$ cat src/pkg/ccc_pkg.sv
/*
  Shared constants and carriers for the core configuration and capability
  register block. Assumes a system-control coprocessor port that selects one
  of the configuration registers by a select number.
*/
// What this block does
// - Core configuration and three capability registers are 32 bits in coprocessor space
// - Cache and L2/L3 capability registers are read-only apart from sets-per-way, architecture layout
// - Continuation field of core configuration always reads 1
// - High-kernel, user and boot segment attributes are writable 3-bit fields
// - Boot segment attribute resets to 2 (uncached); 3 means cached
// - Fixed mapping: high-kernel attribute covers 0xC000.0000 to 0xFFFF.FFFF
// - Fixed mapping: user attribute covers 0x0000.0000 to 0x7FFF.FFFF
// - With translation buffer, high-kernel and user attributes are ignored
// - Scratchpad present flags read 1 when that scratchpad is fitted
// - Custom instruction flag reads 1 when extensions are implemented
// - Simple byte enable set: only byte, aligned halfword or word
// - Simple byte enable clear: any nonzero byte enable combination allowed
// - Unlock at 1 makes instruction and data sets-per-way writable
// - With second-level cache, unlock also makes its sets-per-way writable
// - Merge at 1 combines separate write-through stores into one transaction
// - Merge never affects writebacks or uncached writes
// - Implementation register writable fields reset to default behaviour
package ccc_pkg;

  // ---------------------------------------------------------------
  // Register selects within the coprocessor register
  // ---------------------------------------------------------------
  localparam logic [2:0] SEL_CORE_CFG = 3'h0;
  localparam logic [2:0] SEL_CACHE    = 3'h1;
  localparam logic [2:0] SEL_L2L3     = 3'h2;
  localparam logic [2:0] SEL_EXT      = 3'h3;
  localparam logic [2:0] SEL_IMPL     = 3'h7;

  // ---------------------------------------------------------------
  // Core configuration field positions
  // ---------------------------------------------------------------
  localparam int CFG_M_BIT    = 31;
  localparam int CFG_K23_LSB  = 28;
  localparam int CFG_KU_LSB   = 25;
  localparam int CFG_ISP_BIT  = 24;
  localparam int CFG_DSP_BIT  = 23;
  localparam int CFG_UDI_BIT  = 22;
  localparam int CFG_SB_BIT   = 21;
  localparam int CFG_WC_BIT   = 19;
  localparam int CFG_MM_BIT   = 18;
  localparam int CFG_BM_BIT   = 16;
  localparam int CFG_BE_BIT   = 15;
  localparam int CFG_AT_LSB   = 13;
  localparam int CFG_AR_LSB   = 10;
  localparam int CFG_MT_LSB   = 7;
  localparam int CFG_VI_BIT   = 3;
  localparam int CFG_K0_LSB   = 0;

  // Cache capability and L2/L3 sets fields
  localparam int C1_IS_LSB    = 22;
  localparam int C1_DS_LSB    = 13;
  localparam int C2_SS_LSB    = 8;

  // ---------------------------------------------------------------
  // Reset values and encodings
  // ---------------------------------------------------------------
  localparam logic [2:0]  ATTR_UNCACHED  = 3'h2;
  localparam logic [2:0]  ATTR_CACHED    = 3'h3;
  localparam logic [2:0]  RST_BOOT_ATTR  = 3'h2;
  localparam logic [2:0]  RST_SEG_ATTR   = 3'h0;
  localparam logic        RST_WC         = 1'b0;
  localparam logic        RST_MM         = 1'b0;
  localparam logic [31:0] RST_IMPL       = 32'h0000_0000;
  localparam logic [2:0]  MT_TLB         = 3'h1;
  localparam logic [2:0]  MT_FIXED       = 3'h3;

  typedef enum logic [1:0] {
    ccc_wr_wthru,
    ccc_wr_uncached,
    ccc_wr_writeback,
    ccc_wr_wback_cached
  } ccc_wr_kind_e;

  // Coprocessor access carrier
  typedef struct packed {
    logic        rd;
    logic        wr;
    logic [2:0]  sel;
    logic [31:0] wdata;
  } ccc_req_s;

endpackage

$ cat src/ccc_regs.sv
/*
  Core configuration and capability register block with the segment
  cacheability lookup, byte enable legality and store merge decisions
  that those registers steer. Assumes the pipeline presents coprocessor
  reads and writes on the core clock, one per cycle at most.
*/
`timescale 1ns/1ps
module ccc_regs
  import ccc_pkg::*;
#(
  parameter bit       HAS_TLB      = 1'b0,
  parameter bit       HAS_ISPRAM   = 1'b0,
  parameter bit       HAS_DSPRAM   = 1'b0,
  parameter bit       HAS_UDI      = 1'b0,
  parameter bit       SIMPLE_BE    = 1'b1,
  parameter bit       HAS_L2       = 1'b0,
  parameter bit       BIG_ENDIAN   = 1'b0,
  parameter bit       BURST_SUBBLK = 1'b0,
  parameter int       ICACHE_SETS  = 2,
  parameter int       DCACHE_SETS  = 2,
  parameter int       L2_SETS      = 0,
  parameter bit [31:0] CACHE_FIXED = 32'h8000_0000,
  parameter bit [31:0] L2L3_FIXED  = 32'h8000_0000,
  parameter bit [31:0] EXT_FIXED   = 32'h0000_0000,
  parameter bit [31:0] IMPL_WMASK  = 32'h0000_00ff,
  parameter bit [31:0] IMPL_RO     = 32'h0000_0000
)(
  // Clock and reset
  input  wire logic         clk,
  input  wire logic         srst,
  // Coprocessor register access
  input  wire ccc_req_s     req,
  output logic [31:0]       rdata,
  output logic              rvalid,
  // Segment attribute lookup
  input  wire logic [31:0]  fetch_addr,
  input  wire logic [2:0]   tlb_attr,
  output logic [2:0]        seg_attr,
  // Bus byte enables
  input  wire logic [1:0]   be_addr,
  input  wire logic [3:0]   be_req,
  output logic              be_legal,
  output logic              simple_byte_enable_mode,
  // Store merge decision
  input  wire ccc_wr_kind_e wr_kind,
  output logic              merge_ok,
  // Settings seen by the caches
  output logic [2:0]        icache_sets_per_way,
  output logic [2:0]        dcache_sets_per_way,
  output logic [3:0]        l2_sets_per_way,
  output logic [31:0]       impl_specific_config_reg
);

  // ---------------------------------------------------------------
  // Elaboration checks
  // ---------------------------------------------------------------
  if (ICACHE_SETS < 0 || ICACHE_SETS > 7 || DCACHE_SETS < 0 ||
      DCACHE_SETS > 7 || L2_SETS < 0 || L2_SETS > 15) begin : g_bad
    $error("ccc_regs: sets-per-way parameter out of field range");
  end

  localparam logic [2:0] IS_MAX = 3'(ICACHE_SETS);
  localparam logic [2:0] DS_MAX = 3'(DCACHE_SETS);
  localparam logic [3:0] SS_MAX = 4'(L2_SETS);

  // ---------------------------------------------------------------
  // State
  // ---------------------------------------------------------------
  typedef struct packed {
    logic [2:0]  high_kernel_seg_cache_attr;
    logic [2:0]  user_seg_cache_attr;
    logic [2:0]  boot_seg_cache_attr;
    logic        cache_sets_write_unlock;
    logic        write_through_merge;
    logic [2:0]  icache_sets;
    logic [2:0]  dcache_sets;
    logic [3:0]  l2_sets;
    logic [31:0] impl;
    logic [31:0] rdata;
    logic        rvalid;
  } ccc_state_s;

  ccc_state_s st;
  ccc_state_s next_st;

  logic [31:0] core_configuration;
  logic [31:0] cache_capability_reg;
  logic [31:0] l2_l3_capability_reg;
  logic [31:0] extension_capability_reg;

  // Only sizes no larger than fitted are taken; growing past the
  // real array would index sets that do not exist.
  function automatic logic [3:0] shrink(input logic [3:0] cur,
                                        input logic [3:0] req_v,
                                        input logic [3:0] lim);
    shrink = (req_v <= lim) ? req_v : cur;
  endfunction

  // ---------------------------------------------------------------
  // Register images
  // ---------------------------------------------------------------
  always_comb begin
    core_configuration = 32'h0000_0000;
    core_configuration[CFG_M_BIT] = 1'b1;
    core_configuration[CFG_K23_LSB +: 3] =
      st.high_kernel_seg_cache_attr;
    core_configuration[CFG_KU_LSB +: 3] = st.user_seg_cache_attr;
    core_configuration[CFG_ISP_BIT] = HAS_ISPRAM;
    core_configuration[CFG_DSP_BIT] = HAS_DSPRAM;
    core_configuration[CFG_UDI_BIT] = HAS_UDI;
    core_configuration[CFG_SB_BIT]  = SIMPLE_BE;
    core_configuration[CFG_WC_BIT]  = st.cache_sets_write_unlock;
    core_configuration[CFG_MM_BIT]  = st.write_through_merge;
    core_configuration[CFG_BM_BIT]  = BURST_SUBBLK;
    core_configuration[CFG_BE_BIT]  = BIG_ENDIAN;
    core_configuration[CFG_MT_LSB +: 3] = HAS_TLB ? MT_TLB : MT_FIXED;
    core_configuration[CFG_AR_LSB +: 3] = 3'h1;
    core_configuration[CFG_K0_LSB +: 3] = st.boot_seg_cache_attr;

    cache_capability_reg = CACHE_FIXED;
    cache_capability_reg[C1_IS_LSB +: 3] = st.icache_sets;
    cache_capability_reg[C1_DS_LSB +: 3] = st.dcache_sets;
    l2_l3_capability_reg = L2L3_FIXED;
    l2_l3_capability_reg[C2_SS_LSB +: 4] = st.l2_sets;
    extension_capability_reg = EXT_FIXED;
  end

  // ---------------------------------------------------------------
  // Next state
  // ---------------------------------------------------------------
  always_comb begin
    next_st = st;
    next_st.rvalid = req.rd;
    if (req.rd) begin
      unique case (req.sel)
        SEL_CORE_CFG: next_st.rdata = core_configuration;
        SEL_CACHE:    next_st.rdata = cache_capability_reg;
        SEL_L2L3:     next_st.rdata = l2_l3_capability_reg;
        SEL_EXT:      next_st.rdata = extension_capability_reg;
        SEL_IMPL:     next_st.rdata = (st.impl & IMPL_WMASK) |
                                      (IMPL_RO & ~IMPL_WMASK);
        default:      next_st.rdata = 32'h0000_0000;
      endcase
    end
    if (req.wr) begin
      unique case (req.sel)
        SEL_CORE_CFG: begin
          // Only the writable fields are taken
          next_st.high_kernel_seg_cache_attr =
            req.wdata[CFG_K23_LSB +: 3];
          next_st.user_seg_cache_attr = req.wdata[CFG_KU_LSB +: 3];
          next_st.boot_seg_cache_attr = req.wdata[CFG_K0_LSB +: 3];
          next_st.cache_sets_write_unlock = req.wdata[CFG_WC_BIT];
          next_st.write_through_merge = req.wdata[CFG_MM_BIT];
        end
        SEL_CACHE: begin
          if (st.cache_sets_write_unlock) begin
            next_st.icache_sets = 3'(shrink({1'b0, st.icache_sets},
              {1'b0, req.wdata[C1_IS_LSB +: 3]}, {1'b0, IS_MAX}));
            next_st.dcache_sets = 3'(shrink({1'b0, st.dcache_sets},
              {1'b0, req.wdata[C1_DS_LSB +: 3]}, {1'b0, DS_MAX}));
          end
        end
        SEL_L2L3: begin
          if (st.cache_sets_write_unlock && HAS_L2) begin
            next_st.l2_sets = shrink(st.l2_sets,
              req.wdata[C2_SS_LSB +: 4], SS_MAX);
          end
        end
        SEL_IMPL: next_st.impl = req.wdata & IMPL_WMASK;
        default: ;
      endcase
    end
  end

  always_ff @(posedge clk) begin
    if (srst) begin
      st.high_kernel_seg_cache_attr <= RST_SEG_ATTR;
      st.user_seg_cache_attr        <= RST_SEG_ATTR;
      st.boot_seg_cache_attr        <= RST_BOOT_ATTR;
      st.cache_sets_write_unlock    <= RST_WC;
      st.write_through_merge        <= RST_MM;
      st.icache_sets                <= IS_MAX;
      st.dcache_sets                <= DS_MAX;
      st.l2_sets                    <= SS_MAX;
      st.impl                       <= RST_IMPL;
      st.rdata                      <= 32'h0000_0000;
      st.rvalid                     <= 1'b0;
    end else begin
      st <= next_st;
    end
  end

  // ---------------------------------------------------------------
  // Uses of the settings
  // ---------------------------------------------------------------
  always_comb begin
    if (fetch_addr[31:29] == 3'h4) begin
      seg_attr = st.boot_seg_cache_attr;
    end else if (fetch_addr[31:29] == 3'h5) begin
      seg_attr = ATTR_UNCACHED;
    end else if (HAS_TLB) begin
      seg_attr = tlb_attr;
    end else if (fetch_addr[31:30] == 2'h3) begin
      seg_attr = st.high_kernel_seg_cache_attr;
    end else begin
      seg_attr = st.user_seg_cache_attr;
    end
  end

  // Simple mode: single byte, aligned halfword or full word only
  always_comb begin
    if (!SIMPLE_BE) begin
      be_legal = (be_req != 4'h0);
    end else begin
      unique case (be_req)
        4'h1, 4'h2, 4'h4, 4'h8, 4'hf: be_legal = 1'b1;
        4'h3: be_legal = (be_addr[1] == 1'b0);
        4'hc: be_legal = (be_addr[1] == 1'b1);
        default: be_legal = 1'b0;
      endcase
    end
  end

  // Writebacks move whole blocks and uncached writes never merge
  assign merge_ok = st.write_through_merge &&
                    (wr_kind == ccc_wr_wthru);

  assign simple_byte_enable_mode  = SIMPLE_BE;
  assign rdata                    = st.rdata;
  assign rvalid                   = st.rvalid;
  assign icache_sets_per_way      = st.icache_sets;
  assign dcache_sets_per_way      = st.dcache_sets;
  assign l2_sets_per_way          = st.l2_sets;
  assign impl_specific_config_reg = st.impl;

  // ---------------------------------------------------------------
  // Checks
  // ---------------------------------------------------------------
  cont_bit_a: assert property (@(posedge clk) disable iff (srst)
    rvalid && $past(req.sel) == SEL_CORE_CFG |-> rdata[CFG_M_BIT])
    else $error("continuation bit not 1");

  boot_reset_a: assert property (@(posedge clk)
    $past(srst) |-> st.boot_seg_cache_attr == 3'h2)
    else $error("boot attribute not 2 after reset");

  seg_write_a: assert property (@(posedge clk) disable iff (srst)
    req.wr && req.sel == SEL_CORE_CFG |=>
      st.boot_seg_cache_attr == $past(req.wdata[2:0]) &&
      st.high_kernel_seg_cache_attr == $past(req.wdata[30:28]))
    else $error("segment attribute write lost");

  high_seg_a: assert property (@(posedge clk) disable iff (srst)
    !HAS_TLB && fetch_addr >= 32'hc000_0000 |->
      seg_attr == st.high_kernel_seg_cache_attr)
    else $error("high kernel attribute not applied");

  user_seg_a: assert property (@(posedge clk) disable iff (srst)
    !HAS_TLB && fetch_addr <= 32'h7fff_ffff |->
      seg_attr == st.user_seg_cache_attr)
    else $error("user attribute not applied");

  tlb_ignore_a: assert property (@(posedge clk) disable iff (srst)
    HAS_TLB && !fetch_addr[31] |-> seg_attr == tlb_attr)
    else $error("user attribute used with translation buffer");

  sets_lock_a: assert property (@(posedge clk) disable iff (srst)
    !st.cache_sets_write_unlock |=> $stable(st.icache_sets) &&
      $stable(st.dcache_sets))
    else $error("sets changed while locked");

  cap_ro_a: assert property (@(posedge clk) disable iff (srst)
    rvalid && $past(req.sel) == SEL_EXT |-> rdata == EXT_FIXED)
    else $error("capability register not fixed");

  merge_kind_a: assert property (@(posedge clk) disable iff (srst)
    wr_kind != ccc_wr_wthru |-> !merge_ok)
    else $error("merge on non write-through store");

  simple_be_a: assert property (@(posedge clk) disable iff (srst)
    SIMPLE_BE && be_req == 4'h6 |-> !be_legal)
    else $error("unaligned byte enables allowed");

  boot_seg_a: assert property (@(posedge clk) disable iff (srst)
    fetch_addr[31:29] == 3'h4 |-> seg_attr == st.boot_seg_cache_attr)
    else $error("boot attribute not applied");

  any_be_a: assert property (@(posedge clk) disable iff (srst)
    !SIMPLE_BE && be_req != 4'h0 |-> be_legal)
    else $error("byte enables refused in free mode");

  merge_on_a: assert property (@(posedge clk) disable iff (srst)
    st.write_through_merge && wr_kind == ccc_wr_wthru |-> merge_ok)
    else $error("write-through merge not granted");

  l2_lock_a: assert property (@(posedge clk) disable iff (srst)
    !st.cache_sets_write_unlock |=> $stable(st.l2_sets))
    else $error("second-level sets changed while locked");

  ro_fields_a: assert property (@(posedge clk) disable iff (srst)
    rvalid && $past(req.sel) == SEL_CORE_CFG |->
      rdata[CFG_SB_BIT] == SIMPLE_BE &&
      rdata[CFG_MT_LSB +: 3] == (HAS_TLB ? MT_TLB : MT_FIXED))
    else $error("read-only configuration field changed");

endmodule

$ cat config.mk
export PLATFORM = sky130hd
export DESIGN_NAME = ccc_regs
export DESIGN_NICKNAME = d
export VERILOG_FILES = /design/src/pkg/ccc_pkg.sv /design/src/ccc_regs.sv
export SDC_FILE = /design/constraint.sdc
export NUM_CORES = 1
export LEC_CHECK = 0
export BUFFER_PORTS_ARGS = -buffer_cell sky130_fd_sc_hd__buf_2
export CAP_MARGIN = 15
export CORE_ASPECT_RATIO = 0.7
export CORE_MARGIN = 1
export CORE_UTILIZATION = 45
export CTS_BUF_LIST = sky130_fd_sc_hd__clkbuf_4
export DETAILED_ROUTE_END_ITERATION = 6
export PLACE_DENSITY = 0.88
export SLEW_MARGIN = 10
export SYNTH_ARGS = -nofsm -noshare
export SYNTH_HDL_FRONTEND = slang
export SYNTH_SLANG_ARGS = --single-unit
$ cat constraint.sdc
create_clock -name clk -period 4.2 [get_ports clk]
set_input_delay 0.84 -clock clk [delete_from_list [all_inputs] [get_ports clk]]
set_output_delay 0.84 -clock clk [all_outputs]
set_load 0.02 [all_outputs]
==> results of run 1 <==
worst paths after layout:
kind / startpoint / end / slack (ns)
worst max register to register: core_configuration[19]$_SDFFE_PP0P_ / dcache_sets_per_way[0]$_SDFFE_PP0P_ / 2.84
worst max-delay path: be_req[1] / be_legal / 1.66
worst min register to register: rdata[6]$_SDFFE_PP0P_ / rdata[6]$_SDFFE_PP0P_ / 0.47
worst min-delay path: rdata[6]$_SDFFE_PP0P_ / rdata[6]$_SDFFE_PP0P_ / 0.47
metal layers:
metal	wire length, um	vias up
li1	-	990
met3	323	8
met1	2480	925
met2	2135	77
met4	48	0
met5	0	-
power breakdown:
| part | switching [mW] | internal, mW | leakage (nW) |
|---|---|---|---|
| sequential | 0.00500 | 0.482 | 0.405 |
| clock | 0.136 | 0.0576 | 0.0246 |
| combinational | 0.0801 | 0.0312 | 0.732 |
final cells by class:
type                       instances  area, um2  share of cell area
sequential                        50       1001              0.3901
tap                               66      82.58             0.03218
multi-input combinational        199      998.5              0.3891
inverter                           2      7.507            0.002925
clock inverter                     1      3.754            0.001463
timing repair buffer              86      435.4              0.1697
clock buffer                       5      37.54             0.01463
Yosys cell counts (all sizes together), types with 2 or more instances:
cell type and n:
nand2 46, nand2b 2, nor2 26, dfxtp 50, nor3b 6, a21oi 33, a221oi 3, buf 40
o21ai 2, conb 2, and2 2, and3 2, nor3 5, clkbuf 11, nand3 6, a22oi 15
kinds of logic after synthesis:
| kind of cell | synth area share |
|---|---|
| mux | 0.009593 |
| compound gates | 0.1659 |
| buf+inv | 0.1541 |
| flops | 0.4515 |
| other cells | 0.003387 |
| simple gates | 0.2156 |
tightest hold or removal path, cell delays in order (launching register included):
cell,delay (ns)
sky130_fd_sc_hd__dfxtp_1,0.33
sky130_fd_sc_hd__nand2_1,0.06
sky130_fd_sc_hd__a21oi_1,0.05
stage by stage:
stage,std cells,hold WS (ns),area (um2),worst slack [ns],util
after floorplan,302,0.4443,2341,1.824,-
after global placement,403,0.4384,2525,1.694,0.5575
after detailed placement,403,0.4523,2525,1.663,0.5575
after CTS,409,0.4701,2566,1.667,0.5666
after global routing,409,0.5060,2566,1.620,0.5666
final,409,0.4659,2566,1.659,0.5666
==> out/summary.txt, run 1 <==
RUN STATUS
--------------------------------------------------------------------------------------
Result of the run ....................................................... complete, no violations

MIN PATH
--------------------------------------------------------------------------------------
Hold-critical path depth ................................................            2
Type of the tightest min-delay check ....................................      reg2reg

POWER AND IR DROP
--------------------------------------------------------------------------------------
Leakage .................................................................     1.161 nW
Power per cell area ..................................................... 308.5 nW/um2
Total power .............................................................    0.7918 mW
Worst vdd ir ............................................................     152.3 uV

STA
--------------------------------------------------------------------------------------
Max transition margin ...................................................       0.4130
Maximum clock frequency .................................................    393.6 MHz
RSZ-0062 raised after global routing ....................................           no
Worst slew pin tran .....................................................    0.8804 ns
Setup violations, final .................................................            0
Time the worst path needs with I/O delays and setup .....................     2.541 ns
Sum of negative setup slack .............................................         0 ns
Final critical-path share of the clock period ...........................       0.6050
Worst Clk Skew ..........................................................  0.006428 ns
Final hold violation count ..............................................            0
Count of pins over their slew limit .....................................            0

CRITICAL PATH
--------------------------------------------------------------------------------------
Slowest cell delay on critical path .....................................      0.36 ns
Highest net fanout along the worst path .................................            4
Slowest cell on the critical path ....................................... sky130_fd_sc_hd__or3_1
Category of the most critical setup path ................................       in2out
Data arrival, critical path .............................................      1.70 ns
Crit start category ..................................................... primary input
CP Depth ................................................................            6
Endpoint required time on the critical path .............................      3.36 ns
Worst path top cell family by delay ..................................... simple AND/OR/NAND/NOR gates
Cell-by-cell trace of the critical path ................................. buf_2 -> or3_1 -> nand2_1 -> a32oi_1 -> o21ai_0 -> buf_2
Most frequent CP cell ................................................... sky130_fd_sc_hd__buf_2
Worst setup EP type .....................................................   output pin
R2r worst-path depth ....................................................            3
CP Buf/Inv Count ........................................................            2

YOSYS
--------------------------------------------------------------------------------------
Synth cell types ........................................................           35
Fraction of synthesized cell area taken by the top area cell type .......       0.4515
Library cell occupying the most area in the post-synthesis netlist ...... sky130_fd_sc_hd__dfxtp_1
Syn. warnings ...........................................................            0
Post-synth top flop ..................................................... sky130_fd_sc_hd__dfxtp_1
Top cells by area, synth ................................................ sky130_fd_sc_hd__dfxtp_1 45%, sky130_fd_sc_hd__buf_4 13%, sky130_fd_sc_hd__nand2_1 7.8%
Post-Syn Area per Cell ..................................................    8.242 um2
Number of cells produced by synthesis ...................................          269
Register bit count reported by yosys ....................................           50
Ys async rst share ......................................................            0
Count of flip-flops with a built-in enable after synthesis ..............            0
Cell area after synthesis ...............................................     2217 um2
Sequential cell area fraction in the yosys report .......................       0.4515

DETAILED ROUTING
--------------------------------------------------------------------------------------
Post-DR vias/cell .......................................................        4.890
Router iterations before antenna repair .................................            4
Detailed router's first-iteration violation count .......................          110
Final wirelength ........................................................      4987 um
Routed length per placed instance .......................................     12.19 um
Total DRC errors in the routed layout ...................................            0
Post-detailed-route count of antenna-violating nets .....................            0
Total vias in the final route ...........................................         2000

FLOORPLAN
--------------------------------------------------------------------------------------
Horizontal die dimension ................................................     85.90 um
Core region area ........................................................     4529 um2
Number of core rows .....................................................           20
Total Die Area ..........................................................     5216 um2
Die Span Y ..............................................................     60.73 um
Initial core utilization ................................................       0.4895
# IOs ...................................................................          163

GLOBAL ROUTE
--------------------------------------------------------------------------------------
Number of antenna violations at the first check in global routing .......            0
GRT Residual Overflow ...................................................            0
Via count of the first global-routing pass ..............................         1644
Largest net degree at the start of global routing .......................           51
Wire length of the first global-routing pass ............................      7465 um
M1 GR Usage .............................................................       0.2554
All-Layer GR Usage ......................................................       0.1883
Met2 usage ..............................................................       0.2948
Gr busiest metal ........................................................         met2
Met3 track demand over resource in global routing .......................      0.05306

FINISH
--------------------------------------------------------------------------------------
Count of filler cells inserted in the layout ............................          453
Commonest cells after routing, fill and taps aside ...................... 84 x sky130_fd_sc_hd__buf_2, 50 x sky130_fd_sc_hd__dfxtp_1, 46 x sky130_fd_sc_hd__nand2_1
Proportion of layout cells with a drive suffix above 1 ..................       0.2886
Relative area change from synthesis to final layout .....................       15.74%
Count of inserted antenna diode cells ...................................            0
Max reg flops ...........................................................           24
Commonest non-fill, non-tap cell in the layout .......................... sky130_fd_sc_hd__buf_2
Final layout net count ..................................................          426

PLACEMENT
--------------------------------------------------------------------------------------
Post-DP HPWL ............................................................      3651 um
Port Buffers ............................................................           84
Weighted congestion reported at the end of routability-driven placement .       0.7394

CLOCK TREE
--------------------------------------------------------------------------------------
Post-CTS setup repair buffer count ......................................            0
Later-pin clock latency in the skew report ..............................      0.35 ns
Maximum buffer depth of the clock tree ..................................            2
Clock tree root buffer cell ............................................. sky130_fd_sc_hd__clkbuf_4
# resized after CTS .....................................................            0
Total clock sinks .......................................................           50
Clock slew at reported path FFs .........................................      0.12 ns
Maximum level of the CTS H-tree .........................................            2
TritonCTS buffer count ..................................................            5
Number of hold buffers added after cts ..................................            0
CTS tree ................................................................        built

FLOW RUN
--------------------------------------------------------------------------------------
Max Cap Violations ......................................................            0

Power figures use the tool's default switching activity.
==> run 2: changes to the inputs <==
--- a/config.mk
+++ b/config.mk
@@ -9,10 +9,10 @@
 export CAP_MARGIN = 15
 export CORE_ASPECT_RATIO = 0.7
 export CORE_MARGIN = 1
-export CORE_UTILIZATION = 45
+export CORE_UTILIZATION = 38
 export CTS_BUF_LIST = sky130_fd_sc_hd__clkbuf_4
 export DETAILED_ROUTE_END_ITERATION = 6
-export PLACE_DENSITY = 0.88
+export PLACE_DENSITY = 0.79
 export SLEW_MARGIN = 10
 export SYNTH_ARGS = -nofsm -noshare
 export SYNTH_HDL_FRONTEND = slang
==> constraint.sdc (replaced) <==
create_clock -name clk -period 2.2 [get_ports clk]
set_input_delay 0.44 -clock clk [delete_from_list [all_inputs] [get_ports clk]]
set_output_delay 0.44 -clock clk [all_outputs]
set_load 0.02 [all_outputs]
==> out/summary.txt, run 2 (synthesis gave the netlist of run 1 again) <==
RUN STATUS
--------------------------------------------------------------------------------------
Result of the run ....................................................... complete, no violations

FINISH
--------------------------------------------------------------------------------------
Final layout net count ..................................................          427
Proportion of layout cells with a drive suffix above 1 ..................       0.2957
Commonest cells after routing, fill and taps aside ...................... 84 x sky130_fd_sc_hd__buf_2, 50 x sky130_fd_sc_hd__dfxtp_1, 46 x sky130_fd_sc_hd__nand2_1
Relative area change from synthesis to final layout .....................       16.93%
Max reg flops ...........................................................           24
Total area of sequential cells ..........................................     1001 um2
Final core area utilization .............................................       0.4781
Commonest non-fill, non-tap cell in the layout .......................... sky130_fd_sc_hd__buf_2
Count of filler cells inserted in the layout ............................          557
Total area of multi-input combinational cells ...........................    998.5 um2
Count of inserted antenna diode cells ...................................            0

CLOCK TREE
--------------------------------------------------------------------------------------
Clock slew at reported path FFs .........................................      0.13 ns
Maximum level of the CTS H-tree .........................................            2
Post-CTS setup repair buffer count ......................................            0
TritonCTS buffer count ..................................................            5
Later-pin clock latency in the skew report ..............................      0.35 ns
CTS tree ................................................................        built
Total clock sinks .......................................................           50
# resized after CTS .....................................................            0
Number of hold buffers added after cts ..................................            0
Maximum buffer depth of the clock tree ..................................            2
Clock tree root buffer cell ............................................. sky130_fd_sc_hd__clkbuf_4

CRITICAL PATH
--------------------------------------------------------------------------------------
Reg2reg setup slack .....................................................      0.86 ns
Capture point of the worst reg-to-reg path .............................. dcache_sets_per_way[1]$_SDFFE_PP1P_
R2r worst-path depth ....................................................            3
Slowest cell delay on critical path .....................................      0.40 ns
Worst setup EP type .....................................................   output pin
Most frequent CP cell ................................................... sky130_fd_sc_hd__a21oi_1
Cell-by-cell trace of the critical path ................................. nor3b_1 -> a21oi_1 -> a21oi_1 -> buf_2
Endpoint required time on the critical path .............................      1.76 ns
Data arrival, critical path .............................................      1.36 ns
Slowest cell on the critical path ....................................... sky130_fd_sc_hd__dfxtp_1
Crit start category .....................................................     register
Highest net fanout along the worst path .................................            3
Worst reg2reg startpoint ................................................ core_configuration[19]$_SDFFE_PP0P_
Category of the most critical setup path ................................      reg2out

FLOORPLAN
--------------------------------------------------------------------------------------
Horizontal die dimension ................................................     93.30 um
Initial core utilization ................................................       0.4089
Die Span Y ..............................................................     65.91 um
# IOs ...................................................................          163
Number of core rows .....................................................           22
Core region area ........................................................     5423 um2
Total Die Area ..........................................................     6149 um2

GLOBAL ROUTE
--------------------------------------------------------------------------------------
Wire length of the first global-routing pass ............................      7990 um
Gr busiest metal ........................................................         met2
Number of antenna violations at the first check in global routing .......            0
Via count of the first global-routing pass ..............................         1655
Met3 track demand over resource in global routing .......................      0.04713
M1 GR Usage .............................................................       0.2296
Met2 usage ..............................................................       0.2592
Largest net degree at the start of global routing .......................           51
All-Layer GR Usage ......................................................       0.1688
GRT Residual Overflow ...................................................            0

STA
--------------------------------------------------------------------------------------
RSZ-0062 raised after global routing ....................................           no
Count of pins over their slew limit .....................................            0
Setup violations, final .................................................            0
Sum of negative setup slack .............................................         0 ns
Final hold violation count ..............................................            0
Final critical-path share of the clock period ...........................       0.8199
Time the worst path needs with I/O delays and setup .....................     1.804 ns
Worst slew pin tran .....................................................    0.8745 ns
Max transition margin ...................................................       0.4170
Worst Clk Skew ..........................................................  0.009565 ns
Maximum clock frequency .................................................    554.4 MHz

POWER AND IR DROP
--------------------------------------------------------------------------------------
Leakage .................................................................     1.174 nW
Worst vdd ir ............................................................     285.0 uV
Power per cell area ..................................................... 598.2 nW/um2

FLOW RUN
--------------------------------------------------------------------------------------
Max Cap Violations ......................................................            0

DETAILED ROUTING
--------------------------------------------------------------------------------------
Total vias in the final route ...........................................         1926
Final wirelength ........................................................      5098 um
Post-DR vias/cell .......................................................        4.619
Detailed router's first-iteration violation count .......................          127
Routed length per placed instance .......................................     12.23 um
Total DRC errors in the routed layout ...................................            0
Router iterations before antenna repair .................................            4
Post-detailed-route count of antenna-violating nets .....................            0

PLACEMENT
--------------------------------------------------------------------------------------
Weighted congestion reported at the end of routability-driven placement .       0.7658
Post-DP HPWL ............................................................      3754 um
Port Buffers ............................................................           84

MIN PATH
--------------------------------------------------------------------------------------
Hold path start .........................................................      req[18]
Type of the tightest min-delay check ....................................       in2reg
Hold-critical path depth ................................................            3
Endpoint of the worst hold path ......................................... core_configuration[18]$_SDFFE_PP0P_

-- run 2: final cells by class --
cell class	count	share of cell area
flip-flops and latches	50	0.3861
multi-input cells	199	0.3851
repair buffers	87	0.1708
well taps	72	0.03475
clock buffers	7	0.02027
inverters	2	0.002896
-- run 2: critical path: cells and delay by family, from the launching register on --
family | cells | cell delay (ns)
AND/OR/NAND/NOR | 1 | 0.20
AO/OA/AOI/OAI | 2 | 0.23
flip-flops | 1 | 0.40
buffers and inverters | 1 | 0.18
-- run 2: worst max path at each step --
stage	startpoint	endpoint	slack [ns]
after CTS	core_configuration[0]$_SDFFE_PP0P_	seg_attr[0]	0.37
after global placement	req[33]	dcache_sets_per_way[1]$_SDFFE_PP1P_	0.41
after global routing	core_configuration[0]$_SDFFE_PP0P_	seg_attr[0]	0.30
after detailed placement	req[33]	dcache_sets_per_way[1]$_SDFFE_PP1P_	0.41
final	core_configuration[0]$_SDFFE_PP0P_	seg_attr[0]	0.40
after floorplan	be_req[1]	be_legal	0.62
-- run 2: where the power goes --
part	switching, mW	total (mW)	internal [mW]	leakage, nW
sequential	0.00972	0.930	0.920	0.405
combinational	0.154	0.214	0.0604	0.737
clock	0.261	0.407	0.146	0.0322
-- run 2: routing by layer --
layer | part of all wire | up-vias
met5 | 0 | -
met4 | 0.0063 | 0
met3 | 0.077 | 5
met2 | 0.45 | 71
met1 | 0.47 | 862
li1 | - | 988
-- run 2: metrics by stage --
step	instances	hold WS (ns)	worst slack, ns	cell area [um2]	power, mW
2_1_floorplan	302	0.4443	0.6237	2341	1.133
3_3_place_gp	410	0.4388	0.4082	2540	1.159
3_5_place_dp	410	0.4454	0.4125	2540	1.164
4_1_cts	417	0.2910	0.3719	2592	1.568
5_1_grt	417	0.2766	0.3027	2592	1.635
6_report	417	0.3041	0.3962	2592	1.551
==> run 3: changes to the inputs <==
--- a/config.mk
+++ b/config.mk
@@ -9,10 +9,10 @@
 export CAP_MARGIN = 15
 export CORE_ASPECT_RATIO = 0.7
 export CORE_MARGIN = 1
-export CORE_UTILIZATION = 38
+export CORE_UTILIZATION = 42
 export CTS_BUF_LIST = sky130_fd_sc_hd__clkbuf_4
 export DETAILED_ROUTE_END_ITERATION = 6
-export PLACE_DENSITY = 0.79
+export PLACE_DENSITY = 0.83
 export SLEW_MARGIN = 10
 export SYNTH_ARGS = -nofsm -noshare
 export SYNTH_HDL_FRONTEND = slang
==> constraint.sdc (replaced) <==
create_clock -name clk -period 1.7 [get_ports clk]
set_input_delay 0.34 -clock clk [delete_from_list [all_inputs] [get_ports clk]]
set_output_delay 0.34 -clock clk [all_outputs]
set_load 0.02 [all_outputs]
==> out/summary.txt, run 3 (synthesis gave the netlist of run 1 again) <==
RUN STATUS
--------------------------------------------------------------------------------------
Result of the run ....................................................... complete, no violations

GLOBAL ROUTE
--------------------------------------------------------------------------------------
Wire length of the first global-routing pass ............................      8390 um
Largest net degree at the start of global routing .......................           39
All-Layer GR Usage ......................................................       0.1941
Via count of the first global-routing pass ..............................         1808
GRT Residual Overflow ...................................................            0
Number of antenna violations at the first check in global routing .......            0

FLOORPLAN
--------------------------------------------------------------------------------------
Horizontal die dimension ................................................     88.84 um
# IOs ...................................................................          163
Die Span Y ..............................................................     62.79 um
Core region area ........................................................     4913 um2
Initial core utilization ................................................       0.4512
Total Die Area ..........................................................     5578 um2
Number of core rows .....................................................           21

POWER AND IR DROP
--------------------------------------------------------------------------------------
Worst vdd ir ............................................................     335.7 uV
Leakage .................................................................     1.227 nW
Power per cell area ..................................................... 733.3 nW/um2

DETAILED ROUTING
--------------------------------------------------------------------------------------
Total vias in the final route ...........................................         1987
Post-detailed-route count of antenna-violating nets .....................            0
Detailed router's first-iteration violation count .......................           77
Router iterations before antenna repair .................................            4
Total DRC errors in the routed layout ...................................            0
Routed length per placed instance .......................................     12.32 um
Post-DR vias/cell .......................................................        4.697
Final wirelength ........................................................      5212 um

CRITICAL PATH
--------------------------------------------------------------------------------------
Endpoint required time on the critical path .............................      1.36 ns
CP Depth ................................................................            4
Category of the most critical setup path ................................      reg2out
Worst reg2reg startpoint ................................................ core_configuration[19]$_SDFFE_PP0P_
Worst path top cell family by delay .....................................   flip-flops
Capture point of the worst reg-to-reg path .............................. dcache_sets_per_way[1]$_SDFFE_PP1P_
Crit start category .....................................................     register
Worst setup endpoint ....................................................  seg_attr[1]
Slowest cell on the critical path ....................................... sky130_fd_sc_hd__dfxtp_2
R2r worst-path depth ....................................................            3
Data arrival, critical path .............................................      1.28 ns
Worst setup EP type .....................................................   output pin
Cell-by-cell trace of the critical path ................................. nor2_2 -> o21ai_1 -> mux2_2 -> buf_6
Highest net fanout along the worst path .................................            3
Reg2reg setup slack .....................................................      0.40 ns
Slowest cell delay on critical path .....................................      0.36 ns
Startpoint of the worst setup timing path ............................... core_configuration[1]$_SDFFE_PP1P_
CP Buf/Inv Count ........................................................            1

FINISH
--------------------------------------------------------------------------------------
Final non-filler cell total .............................................          423
Commonest cells after routing, fill and taps aside ...................... 81 x sky130_fd_sc_hd__buf_2, 47 x sky130_fd_sc_hd__dfxtp_1, 46 x sky130_fd_sc_hd__nand2_1
Total area of multi-input combinational cells ...........................     1011 um2
Max reg flops ...........................................................           24
Count of filler cells inserted in the layout ............................          505
Design Area, Final ......................................................     2705 um2
Count of inserted antenna diode cells ...................................            0
Final layout net count ..................................................          437
Relative area change from synthesis to final layout .....................       22.01%
Commonest non-fill, non-tap cell in the layout .......................... sky130_fd_sc_hd__buf_2
Proportion of layout cells with a drive suffix above 1 ..................       0.3277
Total area of sequential cells ..........................................     1005 um2

STA
--------------------------------------------------------------------------------------
Final hold violation count ..............................................            0
Count of pins over their slew limit .....................................            0
Setup violations, final .................................................            0
Min Hold Slack ..........................................................    0.2106 ns
Maximum clock frequency .................................................    615.9 MHz
Worst Clk Skew ..........................................................   0.01245 ns
Final critical-path share of the clock period ...........................       0.9550
Time the worst path needs with I/O delays and setup .....................     1.624 ns

CLOCK TREE
--------------------------------------------------------------------------------------
Maximum buffer depth of the clock tree ..................................            2
TritonCTS buffer count ..................................................            5
Maximum level of the CTS H-tree .........................................            2
Later-pin clock latency in the skew report ..............................      0.36 ns
Clock slew at reported path FFs .........................................      0.14 ns
Clock tree root buffer cell ............................................. sky130_fd_sc_hd__clkbuf_4
Total clock sinks .......................................................           50
CTS tree ................................................................        built

PLACEMENT
--------------------------------------------------------------------------------------
Placed Instances ........................................................          416
Port Buffers ............................................................           84
Placed standard-cell area ...............................................     2629 um2
Weighted congestion reported at the end of routability-driven placement .       0.7730
Post-DP HPWL ............................................................      3944 um

FLOW RUN
--------------------------------------------------------------------------------------
Max Cap Violations ......................................................            0

MIN PATH
--------------------------------------------------------------------------------------
Type of the tightest min-delay check ....................................       in2reg

-- run 3: cell count changes in the layout (fill, tap and decap cells not counted), sizes merged --
cell / before / now
buf: 87 / 97
clkbuf: 7 / 5
clkinv: 1 / 2
-- run 3: report_power, final --
part	switching [mW]	total [mW]	internal (mW)
combinational	0.204	0.302	0.0979
sequential	0.0127	1.20	1.19
clock	0.336	0.478	0.142
-- run 3: final cells by class --
cell class                 count  area share
clock inverter                 1    0.001388
timing repair buffer          97      0.2049
clock buffer                   5     0.01388
inverter                       2    0.002775
sequential                    50      0.3714
multi-input combinational    199      0.3737
tap                           69     0.03191
-- run 3: timing repair --
item,4_1_cts,5_1_grt
setup buffers,0,1
hold buffers,0,0
setup endpoints to repair,1,3
gates resized for setup,1,10
-- run 3: worst min path at each step --
stage                                        from                                        to  slack, ns  cells after the start
6_report                                  req[18]       core_configuration[18]$_SDFFE_PP0P_       0.21                      3
5_1_grt                                   req[18]       core_configuration[18]$_SDFFE_PP0P_       0.19                      3
4_1_cts                                    req[3]  impl_specific_config_reg[3]$_SDFFE_PP0P_       0.20                      3
3_5_place_dp                rdata[6]$_SDFFE_PP0P_                     rdata[6]$_SDFFE_PP0P_       0.45                      2
3_3_place_gp                rdata[3]$_SDFFE_PP0P_                     rdata[3]$_SDFFE_PP0P_       0.45                      2
2_1_floorplan  core_configuration[0]$_SDFFE_PP0P_        core_configuration[0]$_SDFFE_PP0P_       0.44                      2
-- run 3: worst register-to-register path, cell delays in order, from the launching register on --
cell	delay, ns
sky130_fd_sc_hd__dfxtp_1	0.40
sky130_fd_sc_hd__or3b_4	0.39
sky130_fd_sc_hd__or2_1	0.24
sky130_fd_sc_hd__a21o_2	0.19
-- run 3: routing by layer --
metal / vias to the layer above / track usage / wire length, um
met5: - / 0 / 0
met4: 0 / 0.05645 / 54
met3: 7 / 0.05020 / 304
met2: 64 / 0.3096 / 2477
met1: 911 / 0.2568 / 2376
li1: 1005 / - / -
-- run 3: stage by stage --
stage	setup slack (ns)	utilization	total power, mW	setup TNS [ns]
finish	0.07647	0.5505	1.984	0
global route	-0.002713	0.5505	2.079	-0.003353
CTS	0.01729	0.5437	1.993	0
detailed placement	0.03874	0.5350	1.522	0
global placement	0.03555	0.5350	1.516	0
floorplan	0.2344	-	1.466	0
